**src/core/lsb_pkg.sv**
```systemverilog
// constants and carrier types for the lan sram shared bus interface
package lsb_pkg;

    localparam int CLK_PERIOD_NS  = 8;
    localparam int SRAM_ADDR_BITS = 13;
    localparam int BUS_BITS       = 16;
    localparam int TIMER_BITS     = 8;

    // least times, each rounded up to whole clock cycles
    localparam int ALE_OPEN_NS    = 16;
    localparam int ALE_HOLD_NS    = 8;
    localparam int STROBE_NS      = 70;
    localparam int DATA_HOLD_NS   = 8;
    localparam int NET_RESET_NS   = 1000;
    localparam int STRAP_NS       = 200;

    function automatic int ns_to_cyc(input int ns);
        int c;
        c = (ns + CLK_PERIOD_NS - 1) / CLK_PERIOD_NS;
        return (c < 1) ? 1 : c;
    endfunction

    localparam int ALE_OPEN_CYC  = ns_to_cyc(ALE_OPEN_NS);
    localparam int ALE_HOLD_CYC  = ns_to_cyc(ALE_HOLD_NS);
    localparam int STROBE_CYC    = ns_to_cyc(STROBE_NS);
    localparam int DATA_HOLD_CYC = ns_to_cyc(DATA_HOLD_NS);
    localparam int NET_RESET_CYC = ns_to_cyc(NET_RESET_NS);
    localparam int STRAP_CYC     = ns_to_cyc(STRAP_NS);

    // host interrupt lines cover levels 6 down to 3
    localparam int IRQ_LINES     = 4;
    localparam int IRQ_SEL_BITS  = 2;

    localparam logic [BUS_BITS-1:0] BUS_ZERO = 16'h0000;

    // host request to the sram
    typedef struct packed {
        logic                      wr;
        logic                      sel_hi_n;
        logic                      sel_lo_n;
        logic [SRAM_ADDR_BITS-1:0] addr;
        logic [BUS_BITS-1:0]       data;
    } lsb_sram_req_type;

    // host request to the controller as local bus slave
    typedef struct packed {
        logic                wr;
        logic [BUS_BITS-1:0] addr;
        logic [BUS_BITS-1:0] data;
    } lsb_ctl_req_type;

    // levels caught at power-up
    typedef struct packed {
        logic valid;
        logic thin_lan;
        logic lan_enabled;
    } lsb_strap_type;

endpackage

```
**src/core/lsb_strap_capture.sv**
```systemverilog
// power-up strap sampling of the sram upper select and controller ale pins
`timescale 1ns/1ns
module lsb_strap_capture
    import lsb_pkg::*;
(
    input  wire logic          core_clk,
    input  wire logic          reset,
    input  wire logic          sel_upper_in,
    input  wire logic          ale_in,
    output logic               probing,
    output lsb_strap_type      straps
);

    logic [TIMER_BITS-1:0] cnt_ff;
    lsb_strap_type         straps_ff;

    wire window_done = (cnt_ff == TIMER_BITS'(STRAP_CYC - 1));

    // pins are caught after release so that pull resistors have settled
    always_ff @(posedge core_clk) begin
        if (reset) begin
            cnt_ff    <= '0;
            straps_ff <= '0;
        end else if (!straps_ff.valid) begin
            cnt_ff <= cnt_ff + TIMER_BITS'(1);
            if (window_done) begin
                straps_ff.valid       <= 1'b1;
                straps_ff.thin_lan    <= sel_upper_in;
                straps_ff.lan_enabled <= ale_in;
            end
        end
    end

    assign probing = !straps_ff.valid;
    assign straps  = straps_ff;

endmodule

```
**src/core/lsb_irq_route.sv**
```systemverilog
// controller interrupt status and host interrupt level steering
`timescale 1ns/1ns
module lsb_irq_route
    import lsb_pkg::*;
(
    input  wire logic                    core_clk,
    input  wire logic                    reset,
    input  wire logic                    net_irq_n,
    input  wire logic                    lan_on,
    input  wire logic                    irq_enable,
    input  wire logic [IRQ_SEL_BITS-1:0] irq_level,
    output logic                         irq_status,
    output logic [IRQ_LINES-1:0]         host_irq_n
);

    logic                 status_ff;
    logic [IRQ_LINES-1:0] lines_n_ff;

    wire                 irq_live  = lan_on && !net_irq_n;
    wire [IRQ_LINES-1:0] level_hot = IRQ_LINES'(1) << irq_level;

    always_ff @(posedge core_clk) begin
        if (reset) begin
            status_ff  <= 1'b0;
            lines_n_ff <= '1;
        end else begin
            status_ff  <= irq_live;
            lines_n_ff <= (irq_live && irq_enable) ? ~level_hot : '1;
        end
    end

    assign irq_status = status_ff;
    assign host_irq_n = lines_n_ff;

endmodule

```
**src/core/lsb_shared_bus.sv**
```systemverilog
// shared sram arbiter and controller local bus interface
`timescale 1ns/1ns
module lsb_shared_bus
    import lsb_pkg::*;
(
    input  wire logic                      core_clk,
    input  wire logic                      reset,
    input  wire logic                      backplane_reset,
    input  wire logic                      lan_reg1_wr,
    input  wire logic                      host_req,
    input  wire lsb_sram_req_type          host_cmd,
    output logic                           host_ack,
    output logic [BUS_BITS-1:0]            host_rdata,
    input  wire logic                      ctl_req,
    input  wire lsb_ctl_req_type           ctl_cmd,
    output logic                           ctl_ack,
    output logic [BUS_BITS-1:0]            ctl_rdata,
    input  wire logic                      irq_enable,
    input  wire logic [IRQ_SEL_BITS-1:0]   irq_level,
    output logic [IRQ_LINES-1:0]           host_irq_n,
    output logic                           net_irq_status,
    output logic                           thin_lan,
    output logic                           lan_enabled,
    output logic                           straps_valid,
    input  wire logic [BUS_BITS-1:0]       sram_ad_in,
    output logic [BUS_BITS-1:0]            sram_ad_out,
    output logic                           sram_ad_oe_n,
    input  wire logic                      sram_sel_upper_in,
    output logic                           sram_sel_upper_n,
    output logic                           sram_sel_upper_oe_n,
    output logic                           sram_sel_lower_n,
    output logic                           sram_write_n,
    output logic                           sram_output_en_n,
    output logic                           sram_addr_latch_en,
    output logic                           net_reset_n,
    input  wire logic                      net_bus_request_n,
    output logic                           net_bus_grant_n,
    input  wire logic                      net_addr_latch_en,
    input  wire logic                      net_byte_mask_hi_n,
    input  wire logic                      net_byte_mask_lo_n,
    input  wire logic                      net_irq_n,
    input  wire logic [BUS_BITS-1:0]       lad_in,
    output logic [BUS_BITS-1:0]            lad_out,
    output logic                           lad_oe_n,
    input  wire logic                      net_read_in,
    output logic                           net_read_out,
    output logic                           net_read_oe_n,
    input  wire logic                      controller_data_strobe_n_in,
    output logic                           controller_data_strobe_n_out,
    output logic                           controller_data_strobe_n_oe_n,
    input  wire logic                      net_bus_drive_en_n_in,
    output logic                           net_bus_drive_en_n_out,
    output logic                           net_bus_drive_en_n_oe_n,
    input  wire logic                      net_ready_n_in,
    output logic                           net_ready_n_out,
    output logic                           net_ready_n_oe_n
);

    typedef enum logic [2:0] {SR_IDLE, SR_ADDR, SR_HOLD, SR_STROBE, SR_END} lsb_sr_type;
    typedef enum logic [1:0] {SL_IDLE, SL_ADDR, SL_DATA, SL_DONE} lsb_sl_type;

    lsb_sr_type            sr_ff, nxt_sr;
    lsb_sl_type            sl_ff, nxt_sl;
    logic [TIMER_BITS-1:0] sr_tmr_ff, nxt_sr_tmr;
    logic [TIMER_BITS-1:0] sl_tmr_ff, nxt_sl_tmr;
    logic [TIMER_BITS-1:0] rst_cnt_ff;
    lsb_sram_req_type      cur_ff;
    lsb_ctl_req_type       sl_cmd_ff;
    logic                  owner_net_ff;
    logic                  grant_ff;
    logic                  ale_s1_ff, ale_s2_ff, ale_s3_ff;
    logic [SRAM_ADDR_BITS-1:0] net_addr_ff;
    logic                  net_pend_ff;
    logic                  net_rdy_ff;
    logic                  net_rd_ff;
    logic [BUS_BITS-1:0]   sram_ad_ff;
    logic [BUS_BITS-1:0]   lad_ff;
    logic [BUS_BITS-1:0]   host_rdata_ff;
    logic [BUS_BITS-1:0]   ctl_rdata_ff;
    logic                  probing;
    lsb_strap_type         straps;

    lsb_strap_capture u_strap (
        .core_clk     (core_clk),
        .reset        (reset),
        .sel_upper_in (sram_sel_upper_in),
        .ale_in       (net_addr_latch_en),
        .probing      (probing),
        .straps       (straps)
    );

    // controller reset is stretched so it always meets the chip's minimum width
    wire lan_rst_req = reset || backplane_reset || lan_reg1_wr;
    wire lan_rst     = (rst_cnt_ff != '0);
    wire lan_on      = straps.valid && straps.lan_enabled;
    wire lan_off     = lan_rst || !lan_on;

    lsb_irq_route u_irq (
        .core_clk   (core_clk),
        .reset      (reset),
        .net_irq_n  (net_irq_n),
        .lan_on     (lan_on),
        .irq_enable (irq_enable),
        .irq_level  (irq_level),
        .irq_status (net_irq_status),
        .host_irq_n (host_irq_n)
    );

    always_ff @(posedge core_clk) begin
        if (lan_rst_req) begin
            rst_cnt_ff <= TIMER_BITS'(NET_RESET_CYC);
        end else if (lan_rst) begin
            rst_cnt_ff <= rst_cnt_ff - TIMER_BITS'(1);
        end
    end

    // controller ale is asynchronous to us: two flops before the fall detector looks at it; the address latch uses the raw pin
    always_ff @(posedge core_clk) begin
        if (reset) begin
            ale_s1_ff <= 1'b1;
            ale_s2_ff <= 1'b1;
            ale_s3_ff <= 1'b1;
        end else begin
            ale_s1_ff <= net_addr_latch_en;
            ale_s2_ff <= ale_s1_ff;
            ale_s3_ff <= ale_s2_ff;
        end
    end

    wire ale_fall = ale_s3_ff && !ale_s2_ff;

    // grant waits for an idle slave transfer, then holds until request drops
    always_ff @(posedge core_clk) begin
        if (reset || lan_off) begin
            grant_ff <= 1'b0;
        end else if (net_bus_request_n) begin
            grant_ff <= 1'b0;
        end else if (sl_ff == SL_IDLE) begin
            grant_ff <= 1'b1;
        end
    end

    // loaded every cycle while granted and ale is high, held once it falls
    always_ff @(posedge core_clk) begin
        if (reset) begin
            net_addr_ff <= '0;
        end else if (grant_ff && net_addr_latch_en) begin
            net_addr_ff <= lad_in[SRAM_ADDR_BITS-1:0];
        end
    end

    wire sr_idle   = (sr_ff == SR_IDLE);
    wire take_net  = sr_idle && net_pend_ff && grant_ff;
    wire take_host = sr_idle && host_req && !take_net;
    wire sr_done   = (sr_ff == SR_END);
    wire sr_tmr_0  = (sr_tmr_ff == '0);

    always_ff @(posedge core_clk) begin
        if (reset || lan_off) begin
            net_pend_ff <= 1'b0;
        end else if (grant_ff && ale_fall) begin
            net_pend_ff <= 1'b1;
        end else if (take_net) begin
            net_pend_ff <= 1'b0;
        end
    end

    always_comb begin
        nxt_sr     = sr_ff;
        nxt_sr_tmr = sr_tmr_ff;
        if (!sr_tmr_0) begin
            nxt_sr_tmr = sr_tmr_ff - TIMER_BITS'(1);
        end
        case (sr_ff)
            SR_IDLE: begin
                if (take_net || take_host) begin
                    nxt_sr     = SR_ADDR;
                    nxt_sr_tmr = TIMER_BITS'(ALE_OPEN_CYC - 1);
                end
            end
            SR_ADDR: begin
                if (sr_tmr_0) begin
                    nxt_sr     = SR_HOLD;
                    nxt_sr_tmr = TIMER_BITS'(ALE_HOLD_CYC - 1);
                end
            end
            SR_HOLD: begin
                if (sr_tmr_0) begin
                    nxt_sr     = SR_STROBE;
                    nxt_sr_tmr = TIMER_BITS'(STROBE_CYC - 1);
                end
            end
            SR_STROBE: begin
                if (sr_tmr_0) begin
                    nxt_sr     = SR_END;
                    nxt_sr_tmr = TIMER_BITS'(DATA_HOLD_CYC - 1);
                end
            end
            SR_END: begin
                if (sr_tmr_0) begin
                    nxt_sr = SR_IDLE;
                end
            end
            default: begin
                nxt_sr = SR_IDLE;
            end
        endcase
    end

    always_ff @(posedge core_clk) begin
        if (reset) begin
            sr_ff     <= SR_IDLE;
            sr_tmr_ff <= '0;
        end else begin
            sr_ff     <= nxt_sr;
            sr_tmr_ff <= nxt_sr_tmr;
        end
    end

    // controller write data is on the bus by the time the synchronised ale fall lands
    always_ff @(posedge core_clk) begin
        if (reset) begin
            cur_ff       <= '0;
            owner_net_ff <= 1'b0;
            net_rd_ff    <= 1'b0;
        end else if (take_net) begin
            cur_ff.wr    <= !net_read_in;
            cur_ff.addr  <= net_addr_ff;
            cur_ff.data  <= lad_in;
            owner_net_ff <= 1'b1;
            net_rd_ff    <= net_read_in;
        end else if (take_host) begin
            cur_ff       <= host_cmd;
            owner_net_ff <= 1'b0;
        end
    end

    wire sr_strobe  = (sr_ff == SR_STROBE);
    wire sr_wr_data = cur_ff.wr && (sr_strobe || sr_done);

    always_ff @(posedge core_clk) begin
        if (reset) begin
            sram_ad_ff <= BUS_ZERO;
        end else if (take_net) begin
            sram_ad_ff <= BUS_BITS'(net_addr_ff);
        end else if (take_host) begin
            sram_ad_ff <= BUS_BITS'(host_cmd.addr);
        end else if (sr_ff == SR_HOLD && nxt_sr == SR_STROBE) begin
            sram_ad_ff <= cur_ff.data;
        end
    end

    // read data taken on the last edge with output enable low
    wire sr_rd_last = sr_strobe && sr_tmr_0 && !cur_ff.wr;

    always_ff @(posedge core_clk) begin
        if (reset) begin
            host_rdata_ff <= BUS_ZERO;
        end else if (sr_rd_last && !owner_net_ff) begin
            host_rdata_ff <= sram_ad_in;
        end
    end

    assign sram_ad_out        = sram_ad_ff;
    assign sram_ad_oe_n       = !((sr_ff == SR_ADDR) || (sr_ff == SR_HOLD) || sr_wr_data);
    assign sram_addr_latch_en = (sr_ff == SR_ADDR);
    assign sram_write_n       = !(sr_strobe && cur_ff.wr);
    assign sram_output_en_n   = !(sr_strobe && !cur_ff.wr);

    // selects are a plain mux, so byte masks reach the sram with no clock delay
    wire sel_active = !sr_idle;
    wire sel_hi_n   = owner_net_ff ? net_byte_mask_hi_n : cur_ff.sel_hi_n;
    wire sel_lo_n   = owner_net_ff ? net_byte_mask_lo_n : cur_ff.sel_lo_n;
    assign sram_sel_upper_n    = !sel_active || sel_hi_n;
    assign sram_sel_lower_n    = !sel_active || sel_lo_n;
    assign sram_sel_upper_oe_n = probing;

    assign host_ack   = sr_done && sr_tmr_0 && !owner_net_ff;
    assign host_rdata = host_rdata_ff;

    // ready stays low until the controller opens its latch for the next address
    always_ff @(posedge core_clk) begin
        if (reset || lan_off || !grant_ff) begin
            net_rdy_ff <= 1'b0;
        end else if (sr_done && owner_net_ff) begin
            net_rdy_ff <= 1'b1;
        end else if (ale_s2_ff) begin
            net_rdy_ff <= 1'b0;
        end
    end

    wire sl_idle  = (sl_ff == SL_IDLE);
    wire sl_take  = sl_idle && ctl_req && !grant_ff && !lan_off && net_bus_request_n;
    wire sl_tmr_0 = (sl_tmr_ff == '0);

    always_comb begin
        nxt_sl     = sl_ff;
        nxt_sl_tmr = sl_tmr_ff;
        if (!sl_tmr_0) begin
            nxt_sl_tmr = sl_tmr_ff - TIMER_BITS'(1);
        end
        case (sl_ff)
            SL_IDLE: begin
                if (sl_take) begin
                    nxt_sl     = SL_ADDR;
                    nxt_sl_tmr = TIMER_BITS'(ALE_OPEN_CYC - 1);
                end
            end
            SL_ADDR: begin
                if (sl_tmr_0) begin
                    nxt_sl = SL_DATA;
                end
            end
            SL_DATA: begin
                if (!net_ready_n_in) begin
                    nxt_sl = SL_DONE;
                end
            end
            SL_DONE: begin
                nxt_sl = SL_IDLE;
            end
            default: begin
                nxt_sl = SL_IDLE;
            end
        endcase
    end

    always_ff @(posedge core_clk) begin
        if (reset || lan_rst) begin
            sl_ff     <= SL_IDLE;
            sl_tmr_ff <= '0;
        end else begin
            sl_ff     <= nxt_sl;
            sl_tmr_ff <= nxt_sl_tmr;
        end
    end

    always_ff @(posedge core_clk) begin
        if (reset) begin
            sl_cmd_ff <= '0;
        end else if (sl_take) begin
            sl_cmd_ff <= ctl_cmd;
        end
    end

    always_ff @(posedge core_clk) begin
        if (reset) begin
            ctl_rdata_ff <= BUS_ZERO;
        end else if (sl_ff == SL_DATA && !net_ready_n_in && !sl_cmd_ff.wr) begin
            ctl_rdata_ff <= lad_in;
        end
    end

    // one output register serves both directions of the local bus
    always_ff @(posedge core_clk) begin
        if (reset) begin
            lad_ff <= BUS_ZERO;
        end else if (sl_take) begin
            lad_ff <= ctl_cmd.addr;
        end else if (sl_ff == SL_ADDR && sl_tmr_0) begin
            lad_ff <= sl_cmd_ff.data;
        end else if (sr_rd_last && owner_net_ff) begin
            lad_ff <= sram_ad_in;
        end
    end

    assign ctl_ack   = (sl_ff == SL_DONE);
    assign ctl_rdata = ctl_rdata_ff;

    wire dev_master = !grant_ff && !lan_off;
    wire sl_wr_data = sl_cmd_ff.wr && (sl_ff == SL_DATA);
    wire net_rd_out = grant_ff && net_rdy_ff && net_rd_ff && !net_bus_drive_en_n_in;

    assign lad_out  = lad_ff;
    assign lad_oe_n = !((dev_master && ((sl_ff == SL_ADDR) || sl_wr_data)) || net_rd_out);

    assign net_read_out  = !sl_cmd_ff.wr;
    assign net_read_oe_n = !dev_master;

    assign controller_data_strobe_n_out  = !(sl_ff == SL_DATA);
    assign controller_data_strobe_n_oe_n = !dev_master;

    assign net_bus_drive_en_n_out  = !sl_wr_data;
    assign net_bus_drive_en_n_oe_n = !dev_master;

    assign net_ready_n_out  = !net_rdy_ff;
    assign net_ready_n_oe_n = !grant_ff;

    assign net_bus_grant_n = !grant_ff;
    assign net_reset_n     = !lan_rst;
    assign thin_lan        = straps.thin_lan;
    assign lan_enabled     = straps.lan_enabled;
    assign straps_valid    = straps.valid;

endmodule

```
**config.mk**
```make
export PLATFORM = sky130hd
export DESIGN_NAME = lsb_shared_bus
export DESIGN_NICKNAME = d
export VERILOG_FILES = /design/src/core/lsb_pkg.sv /design/src/core/lsb_strap_capture.sv /design/src/core/lsb_irq_route.sv /design/src/core/lsb_shared_bus.sv
export SDC_FILE = /design/constraint.sdc
export NUM_CORES = 1
export LEC_CHECK = 0
export ABC_AREA = 1
export BUFFER_PORTS_ARGS = -buffer_cell sky130_fd_sc_hd__buf_2
export CAP_MARGIN = 15
export CELL_PAD_IN_SITES_DETAIL_PLACEMENT = 0
export CELL_PAD_IN_SITES_GLOBAL_PLACEMENT = 1
export CORE_ASPECT_RATIO = 1.75
export CORE_UTILIZATION = 33
export DETAILED_ROUTE_END_ITERATION = 6
export GPL_TIMING_DRIVEN = 0
export PLACE_DENSITY = 0.74
export SLEW_MARGIN = 5
export SYNTH_ARGS = -nofsm -noshare
export SYNTH_HDL_FRONTEND = slang
export SYNTH_HIERARCHICAL = 1
export SYNTH_SLANG_ARGS = --single-unit
```
**constraint.sdc**
```tcl
create_clock -name core_clk -period 1.69 [get_ports core_clk]
set_input_delay 0.2535 -clock core_clk [delete_from_list [all_inputs] [get_ports core_clk]]
set_output_delay 0.2535 -clock core_clk [all_outputs]
set_load 0.005 [all_outputs]
```
==> results of run 1 <==
worst min-delay path, stage by stage:
cell	delay, ps
buf_2	110
nor2_1	40
nand2_1	50
registers in the layout, indices dropped and copies added, names as in the netlist, 4 cells and up:
| name | cells |
|---|---|
| cur_ff | 19 |
| lad_out | 16 |
| u_strap/cnt_ff | 8 |
| sram_ad_out | 16 |
| ctl_rdata | 16 |
| net_addr_ff | 13 |
| sl_cmd_ff | 17 |
| rst_cnt_ff | 8 |
| u_irq/host_irq_n | 4 |
| sl_tmr_ff | 8 |
| host_rdata | 16 |
| sr_tmr_ff | 8 |
cell usage after synthesis (3+ instances only):
cell	count	area share, %
nor2_4	4	0.59
nor2_2	12	0.98
o211ai_1	3	0.29
buf_1	3	0.15
nand2_2	5	0.41
xor2_1	10	1.1
buf_2	17	1.1
a21oi_1	79	5.2
a31oi_1	15	1.2
buf_6	4	0.59
nand3_1	121	7.9
o21ai_1	3	0.20
buf_4	5	0.49
inv_2	9	0.44
nand3_2	6	0.78
ha_1	14	2.3
nand2_1	267	13
inv_1	98	4.8
clkbuf_1	26	1.3
dfxtp_1	166	43
o21ai_0	50	3.3
nor3_1	10	0.65
or2_2	6	0.49
xnor2_1	3	0.34
nor2_1	126	6.2
nand4_1	4	0.33
how the worst max path moves through the flow:
stage | startpoint | end | slack (ps)
after floorplan | sl_ff[0]$_SDFFE_PP0P_ | ctl_rdata[10]$_SDFFE_PP0P_ | 40
after global placement | sl_ff[0]$_SDFFE_PP0P_ | ctl_rdata[11]$_SDFFE_PP0P_ | -820
after CTS | sl_ff[1]$_SDFFE_PP0P_ | lad_oe_n | -180
after detailed placement | sl_ff[0]$_SDFFE_PP0P_ | ctl_rdata[8]$_SDFFE_PP0P_ | -820
final | rst_cnt_ff[1]$_SDFFE_PP0P_ | lad_oe_n | -170
after global routing | rst_cnt_ff[0]$_SDFFE_PP1P_ | lad_oe_n | -290
power breakdown:
part | switching, mW | leakage [nW] | total (mW) | internal, mW
Sequential | 0.199 | 1.35 | 4.43 | 4.23
Clock | 1.67 | 0.284 | 4.04 | 2.37
Combinational | 1.83 | 3.20 | 3.15 | 1.32
cell type report:
type                       instances  area (um^2)
fill                            2379        12000
clock inverter                    11          149
sequential                       166         3350
timing repair buffer             258         1500
inverter                         110          433
buffer                            53          413
tap                              300          375
clock buffer                      21          450
multi-input combinational        755         4110
per-layer routing:
metal / vias to the layer above / wire length, um / share of wire (%) / GRT usage (%)
met3: 39 / 1240 / 4.6 / 4.13
met2: 217 / 14900 / 55 / 44.3
met1: 3592 / 9970 / 37 / 23.7
met4: 0 / 900 / 3.3 / 9.40
met5: - / 0 / 0 / 0
li1: 4020 / - / - / -
through the flow:
stage | utilization, % | hold slack [ps] | area, um^2 | setup slack, ps
after floorplan | - | 320 | 7660 | 38.7
after global placement | 39.8 | 392 | 9060 | -820
after detailed placement | 39.8 | 395 | 9060 | -822
after CTS | 45.3 | 30.2 | 10300 | -185
after global routing | 47.4 | 40.9 | 10800 | -289
final | 47.4 | 50.8 | 10800 | -174
repair_timing:
action	in CTS	in global routing
buffers inserted	35	15
gates cloned	1	3
gates resized for setup	120	117
endpoints found under the setup margin	125	108
pin swaps	19	34
hold endpoints to repair	0	0
cells by family (layout without fill, tap and decap cells):
family                     after synthesis  in the layout  synth area share (%)
and+or+nand+nor                        570            570                  32.8
xor gates and xnor gates                13             13                  1.49
DFF                                    166            166                  43.4
adders and majority gates               14             14                  2.29
AOI/OAI and AO/OA                      158            158                  10.9
buffers and inverters                  165            453                  9.07
==> out/qor.csv, run 1 <==
stage;metric;value;unit
logic_synthesis;flops & latches, synth;166;
status;status;finished, violations left;
logic_synthesis;Yosys warning count;6;
sta;period utilisation layout;110;%
drt;drt drc;0;
grt;largest net degree at the start of global routing;17;
logic_synthesis;commonest register cell after synthesis;dfxtp_1;
setup_path;Worst Path Buf+Inv;4;
worst_hold_path;WHS Path Cells;3;
setup_path;Crit Path Category;flop to output pin;
job;Maximum Capacitance Violations;0;
sta;Min Clock Period, post-route;1860;ps
placement;dpl hpwl;20300;um
drt;post-DR wirelength/cell;16.1;um
cts;CTS root buf;clkbuf_16;
placement;RePlAce Congestion;0.906;
cts;hold-fix buffers at CTS;0;
pwr;PwrDens;1080;nW/um^2
logic_synthesis;Syn Inst Count;1086;
die;Die W;117;um
drt;Routed Wire Length;27000;um
setup_path;worst-path cell chain;inv_2 > ha_4 > nand3_4 > nor2_4 > buf_6 > nand2_4 > o22ai_2 > inv_1 > buf_2;
die;Core Region;22700;um^2
setup_path;CP arrival;1610;ps
grt;total track usage;23.1;%
die;num rows;73;
pwr;Worst VDD drop;0.628;mV
setup_path;slowest stage delay, CP;320;ps
setup_path;worst r2r src;rst_cnt_ff[1]$_SDFFE_PP0P_;
setup_path;Worst Setup Start Kind;flop;
worst_hold_path;Hold Path Origin;irq_level[1];
cts;clk_lat worst skew;430;ps
cts;clk buf depth;2;
setup_path;delay-heaviest family, CP;buffers and inverters;
drt;1st-iter DRT viols;294;
sta;Max transition margin;34.9;%
sta;fmax;537;MHz
grt;first-pass GRT wire length;41000;um
cells_and_area;commonest non-fill, non-tap cell in the layout;nand2_1;
cts;CTS Sinks;166;
setup_path;CP Depth;9;
sta;Fin Setup TNS;-1920;ps
grt;initial antenna violation count;0;
die;I/O pin cnt;208;
setup_path;Worst R2R End;sl_tmr_ff[2]$_SDFF_PP0_;
drt;router iterations before antenna repair;5;
die;Die ar.;23800;um^2
cts;Worst-path clk slew;70;ps
drt;routed vias/inst;4.70;
sta;Slew Viols, Final;0;
die;Die H;204;um
cells_and_area;diodes inserted;0;
setup_path;Critical-path top delay cell;dfxtp_2;
grt;gr ovfl total;0;
sta;final setup violation count;31;
setup_path;reg2reg path depth;13;
cells_and_area;Non-Filler Instances;1674;
logic_synthesis;synth unique cells;43;
logic_synthesis;synthesized area;7660;um^2
worst_hold_path;Hold WC Path Type;input pin to flop;
sta;final-report hold violation count;0;
placement;Placed Instances;1591;
cells_and_area;most frequent cells in the layout;nand2_1 (250), buf_2 (209), dfxtp_1 (151);
sta;RSZ-0062 raised after global routing;yes;
placement;port bufs;205;
grt;vias in the first global route;7697;
cells_and_area;Area growth syn-to-layout;40.7;%
setup_path;reg2reg setup slack;-100;ps
pwr;total chip power;11.6;mW
drt;via count;7868;
pwr;leakage power;4.83;nW
setup_path;Crit Path Max Fanout;4;
logic_synthesis;Post-Syn Nets;1216;
status;violated checks;setup timing;
cts;CTS tree;built;
logic_synthesis;async set-or-reset flop fraction in the synthesized netlist;0;%
cells_and_area;share of layout cells above drive strength 1;35.4;%
logic_synthesis;sequential element share of the synthesized area;43.4;%
logic_synthesis;syn_area_per_cell;7.05;um^2
sta;worst setup margin;-174;ps
setup_path;crit end category;output pin;
setup_path;Req. time, crit path;1440;ps
sta;Least-Margin Pin Slew;969;ps
die;Initial Util;33.7;%
cts;total CTS buffers;17;
worst_hold_path;Worst Hold End;u_irq/host_irq_n[0]$_SDFF_PP1_;
logic_synthesis;number of synthesized flops with an enable pin;0;
cells_and_area;nets@finish;1491;
drt;Antenna Nets Post-Route;0;
sta;Clock Skew;10.4;ps
cts;htree depth;4;
Power figures use the tool's default switching activity.
==> run 2, diff against run 1 <==
--- a/config.mk
+++ b/config.mk
@@ -11,10 +11,10 @@
 export CELL_PAD_IN_SITES_DETAIL_PLACEMENT = 0
 export CELL_PAD_IN_SITES_GLOBAL_PLACEMENT = 1
 export CORE_ASPECT_RATIO = 1.75
-export CORE_UTILIZATION = 33
+export CORE_UTILIZATION = 40
 export DETAILED_ROUTE_END_ITERATION = 6
 export GPL_TIMING_DRIVEN = 0
-export PLACE_DENSITY = 0.74
+export PLACE_DENSITY = 0.85
 export SLEW_MARGIN = 5
 export SYNTH_ARGS = -nofsm -noshare
 export SYNTH_HDL_FRONTEND = slang
==> constraint.sdc (replaced) <==
create_clock -name core_clk -period 2.25 [get_ports core_clk]
set_input_delay 0.3375 -clock core_clk [delete_from_list [all_inputs] [get_ports core_clk]]
set_output_delay 0.3375 -clock core_clk [all_outputs]
set_load 0.005 [all_outputs]
==> run 2 against run 1 <==
The flow now finishes without violations. Clock-buffer cell count shrank 1. Non-clock buffer count shrank 51. Hold slack gained 93 ps. Setup slack gained 290 ps. Sequential share of layout area grew 3.5 points. Via count shrank 3.3%. Total power shrank 30%. Global-route usage grew 2.0 points. Flip-flop and latch count is the same. Largest power group unchanged. Clock power shrank 25%. Largest cell class unchanged. Combinational power shrank 44%. Utilization grew 4.1 points. Critical endpoint unchanged.
==> out/qor.csv, run 2 (synthesis gave the netlist of run 1 again) <==
stage;metric;value;unit
setup_path;CP arrival;1800;ps
setup_path;Critical-path top delay cell;dfxtp_1;
worst_hold_path;Worst Hold End;ale_s1_ff$_SDFF_PP1_;
cells_and_area;Area growth syn-to-layout;25.5;%
drt;top sig layer;met4;
placement;Setup Slack @ Placement;-149;ps
drt;post-DR wirelength/cell;15.4;um
sta;worst setup margin;113;ps
grt;first-pass GRT wire length;37700;um
cts;clk buf depth;2;
cts;total CTS buffers;17;
setup_path;reg2reg path depth;9;
die;num rows;66;
cells_and_area;Top Registers;cur_ff (19), sl_cmd_ff (17);
sta;final setup violation count;0;
cts;CTS tree;built;
setup_path;slowest stage delay, CP;320;ps
setup_path;Crit Path Category;flop to output pin;
setup_path;worst-path cell chain;inv_2 > ha_1 > nand3_1 > nor2_2 > buf_6 > nand2_1 > o22ai_1 > inv_1 > buf_2;
die;Core Region;18700;um^2
cts;CTS Sinks;166;
placement;dpl hpwl;19100;um
sta;final-report hold violation count;0;
placement;placed inst area;8980;um^2
placement;Placed Instances;1529;
cells_and_area;Layout Utilization;51.5;%
sta;Slew Viols, Final;0;
drt;via count;7611;
sta;Least-Margin Pin Slew;913;ps
cells_and_area;final instance area;9610;um^2
cells_and_area;commonest non-fill, non-tap cell in the layout;nand2_1;
grt;largest net degree at the start of global routing;20;
pwr;total chip power;8.07;mW
cells_and_area;diodes inserted;0;
sta;fmax;468;MHz
drt;M1 wire length;8860;um
drt;met3 WL;1100;um
cells_and_area;Fill cells;1990;
setup_path;Worst R2R End;host_rdata[1]$_SDFFE_PP0P_;
drt;1st-iter DRT viols;318;
setup_path;Req. time, crit path;1910;ps
setup_path;delay-heaviest family, CP;buffers and inverters;
grt;vias in the first global route;7617;
setup_path;Crit Path Max Fanout;10;
cells_and_area;Reg area;3320;um^2
drt;router iterations before antenna repair;5;
placement;port bufs;205;
grt;initial antenna violation count;1;
cells_and_area;share of layout cells above drive strength 1;24.3;%
cells_and_area;Non-Filler Instances;1561;
die;Die W;107;um
sta;Clock Skew;17.8;ps
drt;routed vias/inst;4.88;
grt;total track usage;25.0;%
cells_and_area;register name with the most flops;cur_ff;
setup_path;Worst Setup Start Kind;flop;
cts;htree depth;4;
cells_and_area;max FFs per register;19;
placement;RePlAce Congestion;0.949;
worst_hold_path;Hold WC Path Type;input pin to flop;
die;Die H;185;um
setup_path;Worst Path Buf+Inv;4;
cts;Worst-path clk slew;60;ps
setup_path;crit end category;output pin;
sta;RSZ-0062 raised after global routing;no;
sta;Max transition margin;38.7;%
cts;clk_lat worst skew;430;ps
cells_and_area;nets@finish;1440;
grt;gr ovfl total;0;
cells_and_area;most frequent cells in the layout;nand2_1 (267), buf_2 (221), dfxtp_1 (166);
drt;met2 WL;13000;um
die;Initial Util;41.0;%
sta;period utilisation layout;95.0;%
drt;Routed Wire Length;24000;um
pwr;Worst VDD drop;0.467;mV
pwr;leakage power;4.43;nW
sta;Min Clock Period, post-route;2140;ps
setup_path;reg2reg setup slack;150;ps
status;status;completed;
die;I/O pin cnt;208;
drt;drt drc;0;
pwr;PwrDens;840;nW/um^2
setup_path;worst r2r src;sr_tmr_ff[0]$_SDFF_PP0_;
worst_hold_path;Hold Path Origin;net_addr_latch_en;
cells_and_area;Multi-input gate area;3650;um^2
die;Die ar.;19700;um^2
worst_hold_path;WHS Path Cells;2;
job;Maximum Capacitance Violations;0;
cts;CTS root buf;clkbuf_16;
drt;Antenna Nets Post-Route;0;
-- run 2: changes by cell type in the layout (fill, tap and decap cells not counted), moves of 14 or more --
cell,delta
nand3_1,+21
buf_4,-45
nand2_1,+17
a21oi_1,+15
dfxtp_1,+15
a21oi_2,-15
buf_6,-14
nand3_2,-17
nor2_1,+16
-- run 2: worst max-delay path by stage --
stage	from	end	slack, ps	cells after the start
2_1_floorplan	sl_ff[0]$_SDFFE_PP0P_	ctl_rdata[10]$_SDFFE_PP0P_	600	8
3_3_place_gp	sl_ff[0]$_SDFFE_PP0P_	ctl_rdata[11]$_SDFFE_PP0P_	-110	8
3_5_place_dp	sl_ff[0]$_SDFFE_PP0P_	ctl_rdata[13]$_SDFFE_PP0P_	-150	8
4_1_cts	rst_cnt_ff[0]$_SDFFE_PP1P_	lad_oe_n	30	9
5_1_grt	rst_cnt_ff[0]$_SDFFE_PP1P_	lad_oe_n	5	9
6_report	rst_cnt_ff[0]$_SDFFE_PP1P_	lad_oe_n	110	9
-- run 2: timing repair --
action,in CTS,in global routing
setup endpoints to repair,11,25
hold buffers,0,0
resized for setup,1,8
endpoints found under the hold margin,0,0
setup buffers,0,1
pin swaps,0,1
-- run 2: through the flow --
| step | TNS (ps) | hold WS, ps |
|---|---|---|
| 2_1_floorplan | 0 | 389 |
| 3_3_place_gp | -1090 | 393 |
| 3_5_place_dp | -1260 | 406 |
| 4_1_cts | 0 | 132 |
| 5_1_grt | 0 | 139 |
| 6_report | 0 | 144 |
-- run 2: cell type report --
type	instances	area share [%]
plain buffers	54	2.88
clock buffers	20	4.86
clock inverters	12	1.47
inverters	110	4.35
multi-input cells	755	38.0
flip-flops and latches	166	34.6
well taps	238	3.10
repair buffers	206	10.8
-- run 2: metal layers --
metal  GRT usage [%]  vias up
li1                -     3912
met1            24.5     3421
met2            49.1      229
met3            4.22       49
met4            12.8        0
met5               0        -
-- run 2: where the power goes --
| group | switching [mW] | internal [mW] |
|---|---|---|
| Clock | 1.26 | 1.75 |
| Combinational | 1.14 | 0.631 |
| Sequential | 0.132 | 3.16 |
==> run 3, diff against run 2 <==
--- a/config.mk
+++ b/config.mk
@@ -10,7 +10,7 @@
 export CAP_MARGIN = 15
 export CELL_PAD_IN_SITES_DETAIL_PLACEMENT = 0
 export CELL_PAD_IN_SITES_GLOBAL_PLACEMENT = 1
-export CORE_ASPECT_RATIO = 1.75
+export CORE_ASPECT_RATIO = 1.2
 export CORE_UTILIZATION = 40
 export DETAILED_ROUTE_END_ITERATION = 6
 export GPL_TIMING_DRIVEN = 0
==> run 3 against run 2 <==
Sequential power hardly changed. Sequential share of layout area is 0.17 points lower. Utilization is 0.066 points lower. Clock skew is 5.9 ps lower. Maximum frequency is 1.6% higher. Non-clock buffer count is 3 higher. Cell area is 0.53% higher. Flip-flop and latch count stayed put. Register-to-register slack better by 70 ps. Cell count is 1.3% higher. Hold slack worse by 14 ps. Largest power group unchanged.
==> out/qor.csv, run 3 (synthesis gave the netlist of run 1 again) <==
stage;metric;value;unit
status;status;completed;
sta;Fin Setup TNS;0;ps
setup_path;Worst R2R End;lad_out[15]$_SDFFE_PP0P_;
cts;total CTS buffers;17;
cts;CTS tree;built;
pwr;switch share;32.0;%
drt;Antenna Nets Post-Route;0;
sta;Slew Viols, Final;0;
placement;port bufs;205;
sta;final setup violation count;0;
sta;Least-Margin Pin Slew;863;ps
die;Initial Util;40.8;%
cells_and_area;Non-Filler Instances;1582;
grt;initial antenna violation count;3;
setup_path;CP dominant cell by count;inv_1;
pwr;Worst VDD drop;0.491;mV
cells_and_area;most frequent cells in the layout;nand2_1 (266), buf_2 (221), dfxtp_1 (165);
cells_and_area;Area growth syn-to-layout;26.2;%
cells_and_area;Top Registers;cur_ff (19), sl_cmd_ff (17);
setup_path;Worst setup startpoint;sl_ff[1]$_SDFFE_PP0P_;
job;Maximum Capacitance Violations;0;
grt;total track usage;24.0;%
grt;gr ovfl total;0;
cts;CTS root buf;clkbuf_16;
pwr;Pint;5.49;mW
sta;fmax;476;MHz
die;Core Region;18800;um^2
sta;final-report hold violation count;0;
setup_path;CP arrival;1770;ps
setup_path;worst-path cell chain;inv_1 > ha_1 > clkbuf_4 > buf_4 > a21oi_2 > o22ai_2 > inv_1 > buf_2;
setup_path;Critical-path top delay cell;dfxtp_2;
setup_path;CP Capture Point;lad_oe_n;
cts;clk_lat worst skew;440;ps
setup_path;delay-heaviest family, CP;buffers and inverters;
cells_and_area;register name with the most flops;cur_ff;
drt;1st-iter DRT viols;405;
cells_and_area;share of layout cells above drive strength 1;24.5;%
sta;period utilisation layout;93.5;%
setup_path;Crit Path Category;flop to output pin;
sta;Clock Skew;11.9;ps
setup_path;worst r2r src;u_strap/straps[2]$_SDFF_PP0_;
placement;Placed Instances;1547;
pwr;combinational share of power;21.5;%
cts;CTS Sinks;166;
die;num rows;55;
pwr;leakage power;4.45;nW
cells_and_area;Multi-input gate area;3660;um^2
cells_and_area;Layout Utilization;51.4;%
cells_and_area;max FFs per register;19;
grt;vias in the first global route;7146;
sta;RSZ-0062 raised after global routing;no;
setup_path;Worst Path Buf+Inv;5;
cts;htree depth;4;
setup_path;CP Depth;8;
grt;first-pass GRT wire length;36300;um
cells_and_area;commonest non-fill, non-tap cell in the layout;nand2_1;
placement;dpl hpwl;17800;um
drt;router iterations before antenna repair;5;
pwr;clock power share;37.9;%
setup_path;Req. time, crit path;1910;ps
cts;clk buf depth;2;
drt;drt drc;0;
placement;RePlAce Congestion;0.889;
worst_hold_path;Hold WC Path Type;input pin to flop;
die;Die H;154;um
cts;Worst-path clk slew;70;ps
setup_path;reg2reg path depth;9;
die;Die W;128;um
sta;Min Clock Period, post-route;2100;ps
setup_path;Crit Path Max Fanout;10;
setup_path;slowest stage delay, CP;360;ps
cells_and_area;Reg area;3320;um^2
drt;post-DR wirelength/cell;14.6;um
die;Die ar.;19700;um^2
pwr;Switch Pwr;2.58;mW
drt;routed vias/inst;4.82;
setup_path;reg2reg setup slack;220;ps
drt;via count;7632;
setup_path;crit end category;output pin;
drt;Routed Wire Length;23100;um
worst_hold_path;WHS Path Cells;3;
sta;Max transition margin;42.0;%
pwr;PwrDens;835;nW/um^2
setup_path;Worst Setup Start Kind;flop;
cells_and_area;Fill cells;1959;
grt;largest net degree at the start of global routing;18;
cells_and_area;nets@finish;1443;
die;I/O pin cnt;208;
cts;hold-fix buffers at CTS;0;
cells_and_area;diodes inserted;0;
pwr;sequential power share;40.7;%
-- run 3: final cells by class --
| cell class | instances | area share [%] |
|---|---|---|
| multi-input combinational | 755 | 37.9 |
| sequential | 166 | 34.4 |
| timing repair buffer | 208 | 10.9 |
| clock buffer | 17 | 4.40 |
| inverter | 110 | 4.32 |
| tap | 256 | 3.31 |
| buffer | 55 | 2.93 |
| clock inverter | 15 | 1.88 |
-- run 3: worst register-to-register path: cells and delay by family, from the launching register on --
kind / cells / cell delay, ps
flops: 1 / 500
buf+inv: 2 / 530
simple gates: 7 / 940
-- run 3: how the worst min path moves through the flow --
stage / from / endpoint / slack [ps]
final: irq_level[1] / u_irq/host_irq_n[0]$_SDFF_PP1_ / 130
after global routing: irq_level[1] / u_irq/host_irq_n[0]$_SDFF_PP1_ / 120
after CTS: irq_level[1] / u_irq/host_irq_n[0]$_SDFF_PP1_ / 110
after detailed placement: ale_s1_ff$_SDFF_PP1_ / ale_s2_ff$_SDFF_PP1_ / 390
after global placement: ale_s1_ff$_SDFF_PP1_ / ale_s2_ff$_SDFF_PP1_ / 390
after floorplan: ale_s1_ff$_SDFF_PP1_ / ale_s2_ff$_SDFF_PP1_ / 390
-- run 3: per-stage QoR --
step                      cell area, um^2  hold WS (ps)  worst slack, ps  power, mW
after floorplan                      7660           389              599       4.48
after global placement               9010           393             46.3       5.05
after detailed placement             9010           395             68.9       5.07
after CTS                            9620           114             11.0       8.12
after global routing                 9660           124             4.54       8.50
final                                9660           130              147       8.07
-- run 3: what timing repair did --
| item | CTS | global route |
|---|---|---|
| hold endpoints to repair | 0 | 0 |
| buffers inserted | 0 | 3 |
| gates cloned | 0 | 0 |
| setup endpoints to repair | 1 | 16 |
| gates resized for setup | 3 | 8 |
| pin swaps | 0 | 3 |
-- run 3: metal layers --
metal | GRT usage (%) | up-vias | wire length (um)
met2 | 40.9 | 238 | 11000
met5 | 0 | - | 9
met3 | 5.71 | 28 | 1540
met4 | 9.52 | 2 | 573
li1 | - | 3935 | -
met1 | 28.9 | 3429 | 9990
-- run 3: power groups by stage --
| stage | registers (mW) | clock network, mW | logic (mW) |
|---|---|---|---|
| after floorplan | 3.33 | 0 | 1.14 |
| after detailed placement | 3.35 | 0 | 1.72 |
| after CTS | 3.28 | 3.11 | 1.73 |
| final | 3.28 | 3.05 | 1.73 |
| after global routing | 3.30 | 3.24 | 1.96 |
| after global placement | 3.34 | 0 | 1.71 |
